[config.mk]
export PLATFORM = sky130hd
export DESIGN_NAME = ebs_bus_ctrl
export DESIGN_NICKNAME = d
export VERILOG_FILES = /design/src/hw/ebs_pkg.sv /design/src/hw/ebs_data_lane.sv /design/src/hw/ebs_bus_ctrl.sv
export SDC_FILE = /design/constraint.sdc
export NUM_CORES = 1
export LEC_CHECK = 0
export CAP_MARGIN = 0
export CORE_MARGIN = 2
export CORE_UTILIZATION = 35
export CTS_CLUSTER_DIAMETER = 120
export CTS_CLUSTER_SIZE = 8
export DETAILED_ROUTE_END_ITERATION = 16
export DONT_BUFFER_PORTS = 1
export GPL_TIMING_DRIVEN = 0
export PLACE_DENSITY = 0.58
export SYNTH_ARGS = -nofsm -noshare
export SYNTH_HDL_FRONTEND = slang
export SYNTH_SLANG_ARGS = --single-unit
[constraint.sdc]
create_clock -name CLK_SYS_I -period 3.7 [get_ports CLK_SYS_I]
set_clock_uncertainty 0.2 [all_clocks]
set_input_delay 0.37 -clock CLK_SYS_I [delete_from_list [all_inputs] [get_ports CLK_SYS_I]]
set_output_delay 0.37 -clock CLK_SYS_I [all_outputs]
set_load 0.005 [all_outputs]
[src/hw/ebs_pkg.sv]
package ebs_pkg;

  // ---------------------------------------------------------------
  // widths and field positions
  // ---------------------------------------------------------------
  localparam int ADDR_W  = 20;
  localparam int DATA_W  = 16;
  localparam int BYTE_W  = 8;
  localparam int A0_BIT  = 0;

  // ---------------------------------------------------------------
  // values after reset
  // ---------------------------------------------------------------
  localparam logic [ADDR_W-1:0] ADDR_RST   = 20'h00000;
  localparam logic [DATA_W-1:0] DATA_RST   = 16'h0000;
  localparam logic [BYTE_W-1:0] BYTE_ZERO  = 8'h00;
  localparam logic              STROBE_OFF = 1'b1;
  localparam logic              ACK_OFF_N  = 1'b1;

  // ---------------------------------------------------------------
  // bus sequencer states
  // ---------------------------------------------------------------
  typedef enum logic [2:0]
  {
    ST_IDLE   = 3'h0,
    ST_ADDR   = 3'h1,
    ST_STROBE = 3'h2,
    ST_END    = 3'h3,
    ST_HOLD   = 3'h4
  } ebs_state_t;

  // ---------------------------------------------------------------
  // byte lane decode
  // ---------------------------------------------------------------
  function automatic logic lane_lo_en(input logic a0, input logic wide);
    lane_lo_en = !a0 || wide;
  endfunction

  function automatic logic lane_hi_en(input logic a0, input logic wide, input logic bus16);
    lane_hi_en = bus16 && (a0 || wide);
  endfunction

endpackage

[src/hw/ebs_data_lane.sv]
`timescale 1ns/1ps

module ebs_data_lane
(
  // clock and reset
  input  wire logic                         clk_i,
  input  wire logic                         rst_b_i,
  // phase controls, aligned to the next bus phase
  input  wire logic                         load_addr_i,
  input  wire logic                         load_data_i,
  input  wire logic                         release_i,
  input  wire logic                         sample_i,
  // transfer attributes
  input  wire logic                         bus16_i,
  input  wire logic                         a0_i,
  input  wire logic                         wide_i,
  input  wire logic [ebs_pkg::BYTE_W-1:0]   addr_lo_i,
  input  wire logic [ebs_pkg::DATA_W-1:0]   wdata_i,
  // data pins
  input  wire logic [ebs_pkg::DATA_W-1:0]   data_i,
  output logic      [ebs_pkg::DATA_W-1:0]   data_o,
  output logic                              data_oe_o,
  output logic      [ebs_pkg::DATA_W-1:0]   rdata_o
);

  typedef struct packed
  {
    logic [ebs_pkg::DATA_W-1:0] dout;
    logic                       oe;
    logic [ebs_pkg::DATA_W-1:0] rdata;
  } ebs_lane_t;

  ebs_lane_t lane_q;
  ebs_lane_t lane_d;

  // ---------------------------------------------------------------
  // lane decode
  // ---------------------------------------------------------------
  function automatic logic both_lanes(input logic bus16, input logic wide);
    both_lanes = bus16 && wide;
  endfunction

  function automatic logic upper_lane(input logic bus16, input logic a0);
    upper_lane = bus16 && a0;
  endfunction

  // ---------------------------------------------------------------
  // lane steering
  // ---------------------------------------------------------------
  always_comb
  begin
    lane_d = lane_q;
    if (load_addr_i)
    begin
      lane_d.dout = {ebs_pkg::BYTE_ZERO, addr_lo_i};
      lane_d.oe   = 1'b1;
    end
    else if (load_data_i)
    begin
      if (both_lanes(bus16_i, wide_i))
        lane_d.dout = wdata_i;
      else if (upper_lane(bus16_i, a0_i))
        lane_d.dout = {wdata_i[ebs_pkg::BYTE_W-1:0], ebs_pkg::BYTE_ZERO};
      else
        lane_d.dout = {ebs_pkg::BYTE_ZERO, wdata_i[ebs_pkg::BYTE_W-1:0]};
      lane_d.oe = 1'b1;
    end
    else if (release_i)
    begin
      lane_d.oe = 1'b0;
    end
    if (sample_i)
    begin
      if (both_lanes(bus16_i, wide_i))
        lane_d.rdata = data_i;
      else if (upper_lane(bus16_i, a0_i))
        lane_d.rdata = {ebs_pkg::BYTE_ZERO, data_i[ebs_pkg::DATA_W-1:ebs_pkg::BYTE_W]};
      else
        lane_d.rdata = {ebs_pkg::BYTE_ZERO, data_i[ebs_pkg::BYTE_W-1:0]};
    end
  end

  always_ff @(posedge clk_i or negedge rst_b_i)
  begin
    if (!rst_b_i)
    begin
      lane_q.dout  <= ebs_pkg::DATA_RST;
      lane_q.oe    <= 1'b0;
      lane_q.rdata <= ebs_pkg::DATA_RST;
    end
    else
    begin
      lane_q <= lane_d;
    end
  end

  assign data_o    = lane_q.dout;
  assign data_oe_o = lane_q.oe;
  assign rdata_o   = lane_q.rdata;

endmodule

[src/hw/ebs_bus_ctrl.sv]
`timescale 1ns/1ps

// Contract
// - strobe scheme selectable: split byte stores plus read, or one store plus byte enable.
// - split scheme, 16-bit bus: even-address writes drive low_byte_store_n low.
// - split scheme: odd-address writes drive high_byte_store_n low.
// - read strobe low during reads; external device drives data meanwhile.
// - single scheme: writes happen while the single store strobe is low.
// - single scheme: upper_byte_enable_n low whenever an odd address is accessed.
// - while hold request is low, stay in hold and run no bus cycles.
// - bus_grant_ack_n low for as long as the hold state lasts.
// - address latch strobe lets external latches capture the address.
// - while wait input is low, remain in the strobe state.
// - 8-bit multiplexed bus: low address then data on the same lines.
module ebs_bus_ctrl
(
  // clock and reset
  input  wire logic                         CLK_SYS_I,
  input  wire logic                         RST_B_I,
  // bus configuration
  input  wire logic                         CFG_SINGLE_STORE_I,
  input  wire logic                         CFG_BUS16_I,
  input  wire logic                         CFG_MUX8_I,
  // internal request port
  input  wire logic                         REQ_VALID_I,
  output logic                              REQ_READY_O,
  input  wire logic                         REQ_WRITE_I,
  input  wire logic                         REQ_WIDE_I,
  input  wire logic [ebs_pkg::ADDR_W-1:0]   REQ_ADDR_I,
  input  wire logic [ebs_pkg::DATA_W-1:0]   REQ_WDATA_I,
  output logic                              RSP_VALID_O,
  output logic      [ebs_pkg::DATA_W-1:0]   RSP_RDATA_O,
  // address and data pins
  output logic      [ebs_pkg::ADDR_W-1:0]   ADDR_O,
  output logic                              ADDR_HI_OE_O,
  output logic                              ADDR_LO_OE_O,
  input  wire logic [ebs_pkg::DATA_W-1:0]   DATA_I,
  output logic      [ebs_pkg::DATA_W-1:0]   DATA_O,
  output logic                              DATA_OE_O,
  // strobe pins
  output logic                              LOW_BYTE_STORE_N_O,
  output logic                              HIGH_BYTE_STORE_N_O,
  output logic                              READ_STROBE_N_O,
  output logic                              STROBE_OE_O,
  output logic                              ADDR_LATCH_O,
  // hold and wait pins
  input  wire logic                         HOLD_REQ_N_I,
  output logic                              BUS_GRANT_ACK_N_O,
  input  wire logic                         WAIT_N_I
);

  typedef struct packed
  {
    ebs_pkg::ebs_state_t          st;
    logic                         req_ready;
    logic                         write;
    logic                         wide;
    logic                         single;
    logic                         bus16;
    logic                         mux8;
    logic [ebs_pkg::ADDR_W-1:0]   addr;
    logic [ebs_pkg::DATA_W-1:0]   wdata;
    logic                         ale;
    logic                         lo_n;
    logic                         hi_n;
    logic                         rd_n;
    logic                         strobe_oe;
    logic                         addr_hi_oe;
    logic                         addr_lo_oe;
    logic                         ack_n;
    logic                         rsp_valid;
  } ebs_ctl_t;

  ebs_ctl_t ctl_q;
  ebs_ctl_t ctl_d;

  logic     take;
  logic     a0;
  logic     load_addr;
  logic     load_data;
  logic     release_lane;
  logic     sample;

  // ---------------------------------------------------------------
  // decode helpers
  // ---------------------------------------------------------------
  // the multiplexed scheme only exists on the 8-bit bus
  function automatic logic mux8_sel(input logic mux8, input logic bus16);
    mux8_sel = mux8 && !bus16;
  endfunction

  // a word access needs the 16-bit bus and an even address
  function automatic logic wide_sel(input logic wide, input logic bus16, input logic a0);
    wide_sel = wide && bus16 && !a0;
  endfunction

  // the upper byte takes part: odd byte, or word on the 16-bit bus
  function automatic logic upper_sel(input logic wide, input logic bus16, input logic a0);
    upper_sel = a0 || (wide && bus16);
  endfunction

  // the strobe phase ends at an edge that sees the wait input high
  function automatic logic strobe_done(input ebs_pkg::ebs_state_t st, input logic wait_n);
    strobe_done = (st == ebs_pkg::ST_STROBE) && wait_n;
  endfunction

  // ---------------------------------------------------------------
  // request acceptance
  // ---------------------------------------------------------------
  assign take = REQ_VALID_I && ctl_q.req_ready;
  assign a0   = ctl_q.addr[ebs_pkg::A0_BIT];

  // ---------------------------------------------------------------
  // bus sequencer
  // ---------------------------------------------------------------
  always_comb
  begin
    ctl_d           = ctl_q;
    ctl_d.rsp_valid = 1'b0;
    unique case (ctl_q.st)
      ebs_pkg::ST_IDLE:
      begin
        if (take)
        begin
          ctl_d.st         = ebs_pkg::ST_ADDR;
          ctl_d.write      = REQ_WRITE_I;
          ctl_d.single     = CFG_SINGLE_STORE_I;
          ctl_d.bus16      = CFG_BUS16_I;
          ctl_d.mux8       = mux8_sel(CFG_MUX8_I, CFG_BUS16_I);
          ctl_d.wide       = wide_sel(REQ_WIDE_I, CFG_BUS16_I, REQ_ADDR_I[ebs_pkg::A0_BIT]);
          ctl_d.addr       = REQ_ADDR_I;
          ctl_d.wdata      = REQ_WDATA_I;
          ctl_d.ale        = 1'b1;
          ctl_d.addr_hi_oe = 1'b1;
          ctl_d.addr_lo_oe = !mux8_sel(CFG_MUX8_I, CFG_BUS16_I);
          ctl_d.strobe_oe  = 1'b1;
          // byte enable follows the address from the address phase on
          if (CFG_SINGLE_STORE_I)
            ctl_d.hi_n = !upper_sel(REQ_WIDE_I, CFG_BUS16_I,
                                    REQ_ADDR_I[ebs_pkg::A0_BIT]);
        end
        else if (!HOLD_REQ_N_I)
        begin
          ctl_d.st         = ebs_pkg::ST_HOLD;
          ctl_d.ack_n      = 1'b0;
          ctl_d.strobe_oe  = 1'b0;
          ctl_d.addr_hi_oe = 1'b0;
          ctl_d.addr_lo_oe = 1'b0;
        end
      end
      ebs_pkg::ST_ADDR:
      begin
        ctl_d.st  = ebs_pkg::ST_STROBE;
        ctl_d.ale = 1'b0;
        // the shared low lines now carry data, not address
        if (ctl_q.mux8)
          ctl_d.addr_lo_oe = 1'b0;
        if (ctl_q.write)
        begin
          if (ctl_q.single)
          begin
            ctl_d.lo_n = 1'b0;
          end
          else
          begin
            ctl_d.lo_n = !ebs_pkg::lane_lo_en(a0, ctl_q.wide);
            ctl_d.hi_n = !ebs_pkg::lane_hi_en(a0, ctl_q.wide, ctl_q.bus16);
            // an 8-bit bus has no upper lane, yet an odd byte still needs its strobe
            if (a0)
            begin
              ctl_d.hi_n = 1'b0;
            end
          end
        end
        else
        begin
          ctl_d.rd_n = 1'b0;
        end
      end
      ebs_pkg::ST_STROBE:
      begin
        // a low wait input keeps every strobe where it is
        if (WAIT_N_I)
        begin
          ctl_d.st        = ebs_pkg::ST_END;
          ctl_d.lo_n      = ebs_pkg::STROBE_OFF;
          ctl_d.rd_n      = ebs_pkg::STROBE_OFF;
          ctl_d.rsp_valid = 1'b1;
          if (!ctl_q.single)
            ctl_d.hi_n = ebs_pkg::STROBE_OFF;
        end
      end
      ebs_pkg::ST_END:
      begin
        // the byte enable outlives the store strobe by one cycle
        ctl_d.st         = ebs_pkg::ST_IDLE;
        ctl_d.hi_n       = ebs_pkg::STROBE_OFF;
        ctl_d.addr_lo_oe = 1'b1;
      end
      ebs_pkg::ST_HOLD:
      begin
        // the bus comes back parked, driven as in idle
        if (HOLD_REQ_N_I)
        begin
          ctl_d.st         = ebs_pkg::ST_IDLE;
          ctl_d.ack_n      = ebs_pkg::ACK_OFF_N;
          ctl_d.strobe_oe  = 1'b1;
          ctl_d.addr_hi_oe = 1'b1;
          ctl_d.addr_lo_oe = 1'b1;
        end
      end
      default:
      begin
        ctl_d.st = ebs_pkg::ST_IDLE;
      end
    endcase
    // no new cycle is offered while a hold is requested
    ctl_d.req_ready = (ctl_d.st == ebs_pkg::ST_IDLE) && HOLD_REQ_N_I;
  end

  always_ff @(posedge CLK_SYS_I or negedge RST_B_I)
  begin
    if (!RST_B_I)
    begin
      ctl_q.st         <= ebs_pkg::ST_IDLE;
      ctl_q.req_ready  <= 1'b0;
      ctl_q.write      <= 1'b0;
      ctl_q.wide       <= 1'b0;
      ctl_q.single     <= 1'b0;
      ctl_q.bus16      <= 1'b0;
      ctl_q.mux8       <= 1'b0;
      ctl_q.addr       <= ebs_pkg::ADDR_RST;
      ctl_q.wdata      <= ebs_pkg::DATA_RST;
      ctl_q.ale        <= 1'b0;
      ctl_q.lo_n       <= ebs_pkg::STROBE_OFF;
      ctl_q.hi_n       <= ebs_pkg::STROBE_OFF;
      ctl_q.rd_n       <= ebs_pkg::STROBE_OFF;
      ctl_q.strobe_oe  <= 1'b1;
      ctl_q.addr_hi_oe <= 1'b1;
      ctl_q.addr_lo_oe <= 1'b1;
      ctl_q.ack_n      <= ebs_pkg::ACK_OFF_N;
      ctl_q.rsp_valid  <= 1'b0;
    end
    else
    begin
      ctl_q <= ctl_d;
    end
  end

  // ---------------------------------------------------------------
  // data lane controls, aligned with the next phase
  // ---------------------------------------------------------------
  always_comb
  begin
    // the address byte comes straight from the request port at the take edge
    load_addr    = take && mux8_sel(CFG_MUX8_I, CFG_BUS16_I);
    load_data    = (ctl_q.st == ebs_pkg::ST_ADDR) && ctl_q.write;
    release_lane = ((ctl_q.st == ebs_pkg::ST_ADDR) && !ctl_q.write) ||
                   (ctl_q.st == ebs_pkg::ST_END) ||
                   (ctl_d.st == ebs_pkg::ST_HOLD);
    sample       = strobe_done(ctl_q.st, WAIT_N_I) && !ctl_q.write;
  end

  ebs_data_lane u_lane
  (
    .clk_i       (CLK_SYS_I),
    .rst_b_i     (RST_B_I),
    .load_addr_i (load_addr),
    .load_data_i (load_data),
    .release_i   (release_lane),
    .sample_i    (sample),
    .bus16_i     (ctl_q.bus16),
    .a0_i        (a0),
    .wide_i      (ctl_q.wide),
    .addr_lo_i   (REQ_ADDR_I[ebs_pkg::BYTE_W-1:0]),
    .wdata_i     (ctl_q.wdata),
    .data_i      (DATA_I),
    .data_o      (DATA_O),
    .data_oe_o   (DATA_OE_O),
    .rdata_o     (RSP_RDATA_O)
  );

  // ---------------------------------------------------------------
  // pin outputs
  // ---------------------------------------------------------------
  assign REQ_READY_O         = ctl_q.req_ready;
  assign RSP_VALID_O         = ctl_q.rsp_valid;
  assign ADDR_O              = ctl_q.addr;
  assign ADDR_HI_OE_O        = ctl_q.addr_hi_oe;
  assign ADDR_LO_OE_O        = ctl_q.addr_lo_oe;
  assign LOW_BYTE_STORE_N_O  = ctl_q.lo_n;
  assign HIGH_BYTE_STORE_N_O = ctl_q.hi_n;
  assign READ_STROBE_N_O     = ctl_q.rd_n;
  assign STROBE_OE_O         = ctl_q.strobe_oe;
  assign ADDR_LATCH_O        = ctl_q.ale;
  assign BUS_GRANT_ACK_N_O   = ctl_q.ack_n;

endmodule

==> qor.csv <==
stage,metric,value,unit
status,status,finished clean,
floorplanning,core area,0.01075,mm2
worst_setup_path,Worst Setup EP,ctl_q[13]$_DFFE_PN0P_,
worst_setup_path,WS Path Type,flip-flop to flip-flop,
synth,Post-Synth Adder-Cell Area,0,%
detailed_routing,WL final,9688,um
synth,fraction of the mapped netlist area in simple logic gates,10.86,%
clock_network,Max Buffers Root-to-Sink,2,
power_and_ir_drop,VDD IR max,364.1,uV
placed_design,dpl hpwl,6412,um
synth,Mapped Cells,327,
power_and_ir_drop,NetSw,1.265,mW
sta,Total Negative Setup Slacks,0,ps
synth,largest family of logic cells by synthesized area,multiplexers,
detailed_routing,post-route ant nets,0,
job,MaxCap Viol Count,0,
global_route,vias in the first global route,2852,
sta,max_slew headroom,42.19,%
power_and_ir_drop,Comb power frac,33.9,%
synth,"area leader, netlist",dfrtp_1,
synth,Synth Area in Compound Gates,11.51,%
sta,FMAX,0.4470,GHz
finish,antenna cells,0,
synth,asr flop ratio synth,100.0,%
synth,xor/xnor share of the synthesized area,0,%
synth,synthesized area,0.003825,mm2
global_route,maximum number of pins on one net before global-route repair,87,
synth,share of the synthesized area in the top cell type,52.34,%
global_route,GR Overflow Total,0,
sta,final hold vios,0,
clock_network,Root Buffer,clkbuf_8,
synth,net count after synthesis,389,
clock_network,Resized cells post-CTS,0,
sta,Tcrit/Tclk final,60.47,%
sta,RSZ-0062 raised after global routing,no,
sta,Final Slew Violations,0,
floorplanning,Die X,108.5,um
power_and_ir_drop,Seq pwr share,45.9,%
synth,post-synthesis mux area share,13.87,%
worst_setup_path,CP arrival,2260,ps
synth,ys flop type,dfrtp_1,
detailed_routing,DR vias/cell,5.116,
global_route,global-route wire length before repair,14750,um
detailed_routing,Pre-Repair DR Iteration Count,4,
sta,post-layout min period,2237,ps
power_and_ir_drop,Switching Share,33.24,%
worst_setup_path,Crit. Startpoint,REQ_READY_O$_DFF_PN0_,
clock_network,CTS Sinks,86,
worst_setup_path,WP data required,3730,ps
power_and_ir_drop,Power Dens Cells,800.5,mW/mm2
synth,Synth Warn #,0,
placed_design,gpl congestion,0.8017,
detailed_routing,DRC,0,
clock_network,H-Tree Depth,3,
floorplanning,Site Rows,38,
finish,multi-input logic area,0.001386,mm2
synth,Post-synth EDFFs,0,
worst_setup_path,Worst R2R Path Depth,4,
sta,final setup fails,0,
power_and_ir_drop,Lkg Pwr,2.098,nW
worst_setup_path,reg2reg end,ctl_q[13]$_DFFE_PN0P_,
clock_network,Skew-Pair Late Insertion Delay,340,ps
finish,layout cells sized above 1,24.43,%
global_route,total track usage,16.56,%
placed_design,Placed Cells incl. Taps,467,
synth,top post-synthesis cells by area,"dfrtp_1, mux2_2, dfstp_2",
worst_setup_path,CP endpoint kind,flip-flop,
synth,number of synthesized register bits,86,
power_and_ir_drop,clock share of power,20.2,%
detailed_routing,Vias,2727,
synth,Synth cell types,39,
worst_setup_path,crit-path max FO,10,
floorplanning,starting density of the core,35.60,%
floorplanning,# IOs,125,
synth,sequential area share after synthesis,56.46,%
worst_setup_path,r2r setup slk,1460,ps
worst_setup_path,Worst setup SP type,flip-flop,
finish,Nets,450,
sta,Tightest Pin Transition,860.7,ps
placed_design,IO Port Bufs,0,
worst_setup_path,worst reg2reg path startpoint,REQ_READY_O$_DFF_PN0_,
clock_network,"Reg clk slew, reported paths",80,ps
detailed_routing,drt first-iter violations,162,
power_and_ir_drop,Cell Int Power,2.539,mW
clock_network,CTS buffer count,9,
clock_network,CTS tree,built,
floorplanning,die area,0.01178,mm2
floorplanning,die height,108.5,um
worst_hold_path,Min-Delay Path Class,input pin to flip-flop,
finish,fill cell count,1029,
finish,area delta synth->final,24.24,%
synth,syn avg cell area,11.70,um2
detailed_routing,DR WL/cell,18.18,um
global_route,initial antenna violation count,0,
finish,final cell count without fillers,533,
finish,Sequential Area,0.002160,mm2
-- kinds of logic after synthesis --
group,Yosys count
AND/OR/NAND/NOR,85
flip-flops,86
buffers and inverters,43
multiplexers,48
AO/OA/AOI/OAI,65
-- registers in the layout, indices dropped and copies added (netlist names) --
register	flops
REQ_READY_O	1
ADDR_LO_OE_O	1
ADDR_LATCH_O	1
ctl_q	24
u_lane.data_oe_o	1
u_lane.data_o	16
ADDR_O	20
HIGH_BYTE_STORE_N_O	1
BUS_GRANT_ACK_N_O	1
RSP_VALID_O	1
STROBE_OE_O	1
u_lane.rdata_o	16
READ_STROBE_N_O	1
LOW_BYTE_STORE_N_O	1
-- layer usage --
| layer | track usage [%] | share of wire, % | vias to the layer above | wire, um |
|---|---|---|---|---|
| met3 | 5.546 | 7.9 | 7 | 768 |
| met5 | 0 | 0 | - | 0 |
| met2 | 27.95 | 48 | 104 | 4648 |
| met1 | 20.53 | 43 | 1359 | 4194 |
| li1 | - | - | 1257 | - |
| met4 | 3.846 | 0.78 | 0 | 76 |
-- cell type report --
class | count | share of cell area (%)
multi-input cells | 198 | 29.17
clock inverters | 3 | 1.369
inverters | 4 | 0.3160
flip-flops and latches | 86 | 45.44
plain buffers | 39 | 5.556
well taps | 140 | 3.686
repair buffers | 50 | 10.90
clock buffers | 13 | 3.555
-- Yosys cell counts (2+ instances only) --
| cell type | instances |
|---|---|
| a21oi_1 | 9 |
| clkbuf_1 | 6 |
| nand2b_1 | 4 |
| inv_1 | 4 |
| mux2_1 | 3 |
| o31ai_1 | 3 |
| nor3b_1 | 2 |
| nor2b_1 | 6 |
| buf_2 | 7 |
| buf_4 | 21 |
| buf_6 | 4 |
| dfstp_2 | 6 |
| o21ai_0 | 21 |
| mux2_2 | 37 |
| a22oi_1 | 8 |
| mux2i_1 | 8 |
| dfrtp_1 | 80 |
| nor2_1 | 32 |
| a22o_1 | 8 |
| nand2_1 | 22 |
| nand2_2 | 2 |
| nand3_1 | 10 |
| a221oi_1 | 8 |
-- layout by cell type, fill, tap and decap left out, types with 3 or more instances in the layout --
cell type and count:
dlygate4sd3_1 49, buf_6 4, clkbuf_1 7, mux2i_1 8, a22oi_1 8, nand2_1 22
clkbuf_8 12, mux2_2 37, nor2_1 32, a22o_1 8, nand2b_1 4, nor2b_1 6
o31ai_1 3, buf_2 7, dfstp_2 6, dfrtp_1 80, a221oi_1 8, nand3_1 10
mux2_1 3, inv_1 4, o21ai_0 21, buf_4 21, a21oi_1 9
-- power by group through the flow --
stage               Clock (mW)  Sequential [mW]  Combinational [mW]
CTS                      0.794             1.76                1.30
finish                   0.767             1.75                1.29
global route             0.835             1.82                1.43
floorplan                    0             1.65                1.03
detailed placement           0             1.78                1.23
global placement             0             1.76                1.20
-- repair_timing --
action	CTS	global route
setup buffers	0	0
hold buffers	50	0
endpoints found under the hold margin	143	0
-- worst min path at each step --
| stage | start | endpoint | slack [ps] | depth (start not counted) |
|---|---|---|---|---|
| 6_report | REQ_WIDE_I | ctl_q[48]$_DFFE_PN0P_ | 30 | 2 |
| 5_1_grt | DATA_I[14] | u_lane.rdata_o[6]$_DFFE_PN0P_ | 20 | 2 |
| 3_5_place_dp | RST_B_I | ctl_q[45]$_DFFE_PN0P_ | -120 | 0 |
| 3_3_place_gp | RST_B_I | ADDR_LATCH_O$_DFFE_PN0P_ | -120 | 0 |
| 4_1_cts | DATA_I[14] | u_lane.rdata_o[6]$_DFFE_PN0P_ | 7 | 2 |
| 2_1_floorplan | RST_B_I | ADDR_LATCH_O$_DFFE_PN0P_ | -130 | 0 |
-- per-stage QoR --
| step | hold slack, ps | instance area (um2) | setup WS [ps] | util [%] | power, mW |
|---|---|---|---|---|---|
| 2_1_floorplan | -125.6 | 3825 | 1886 | - | 2.686 |
| 3_3_place_gp | -123.2 | 4000 | 1422 | 37.23 | 2.962 |
| 3_5_place_dp | -123.1 | 4000 | 1411 | 37.23 | 3.007 |
| 4_1_cts | 6.639 | 4752 | 1382 | 44.22 | 3.854 |
| 5_1_grt | 22.02 | 4752 | 1304 | 44.22 | 4.080 |
| 6_report | 29.72 | 4752 | 1463 | 44.22 | 3.804 |
-- worst max-delay path: stages (launching register included) --
cell and delay (ps):
dfrtp_1 480, nand2_2 150, nor4_4 670, buf_6 260, mux2_2 350
(Power assumes the default switching activity.)
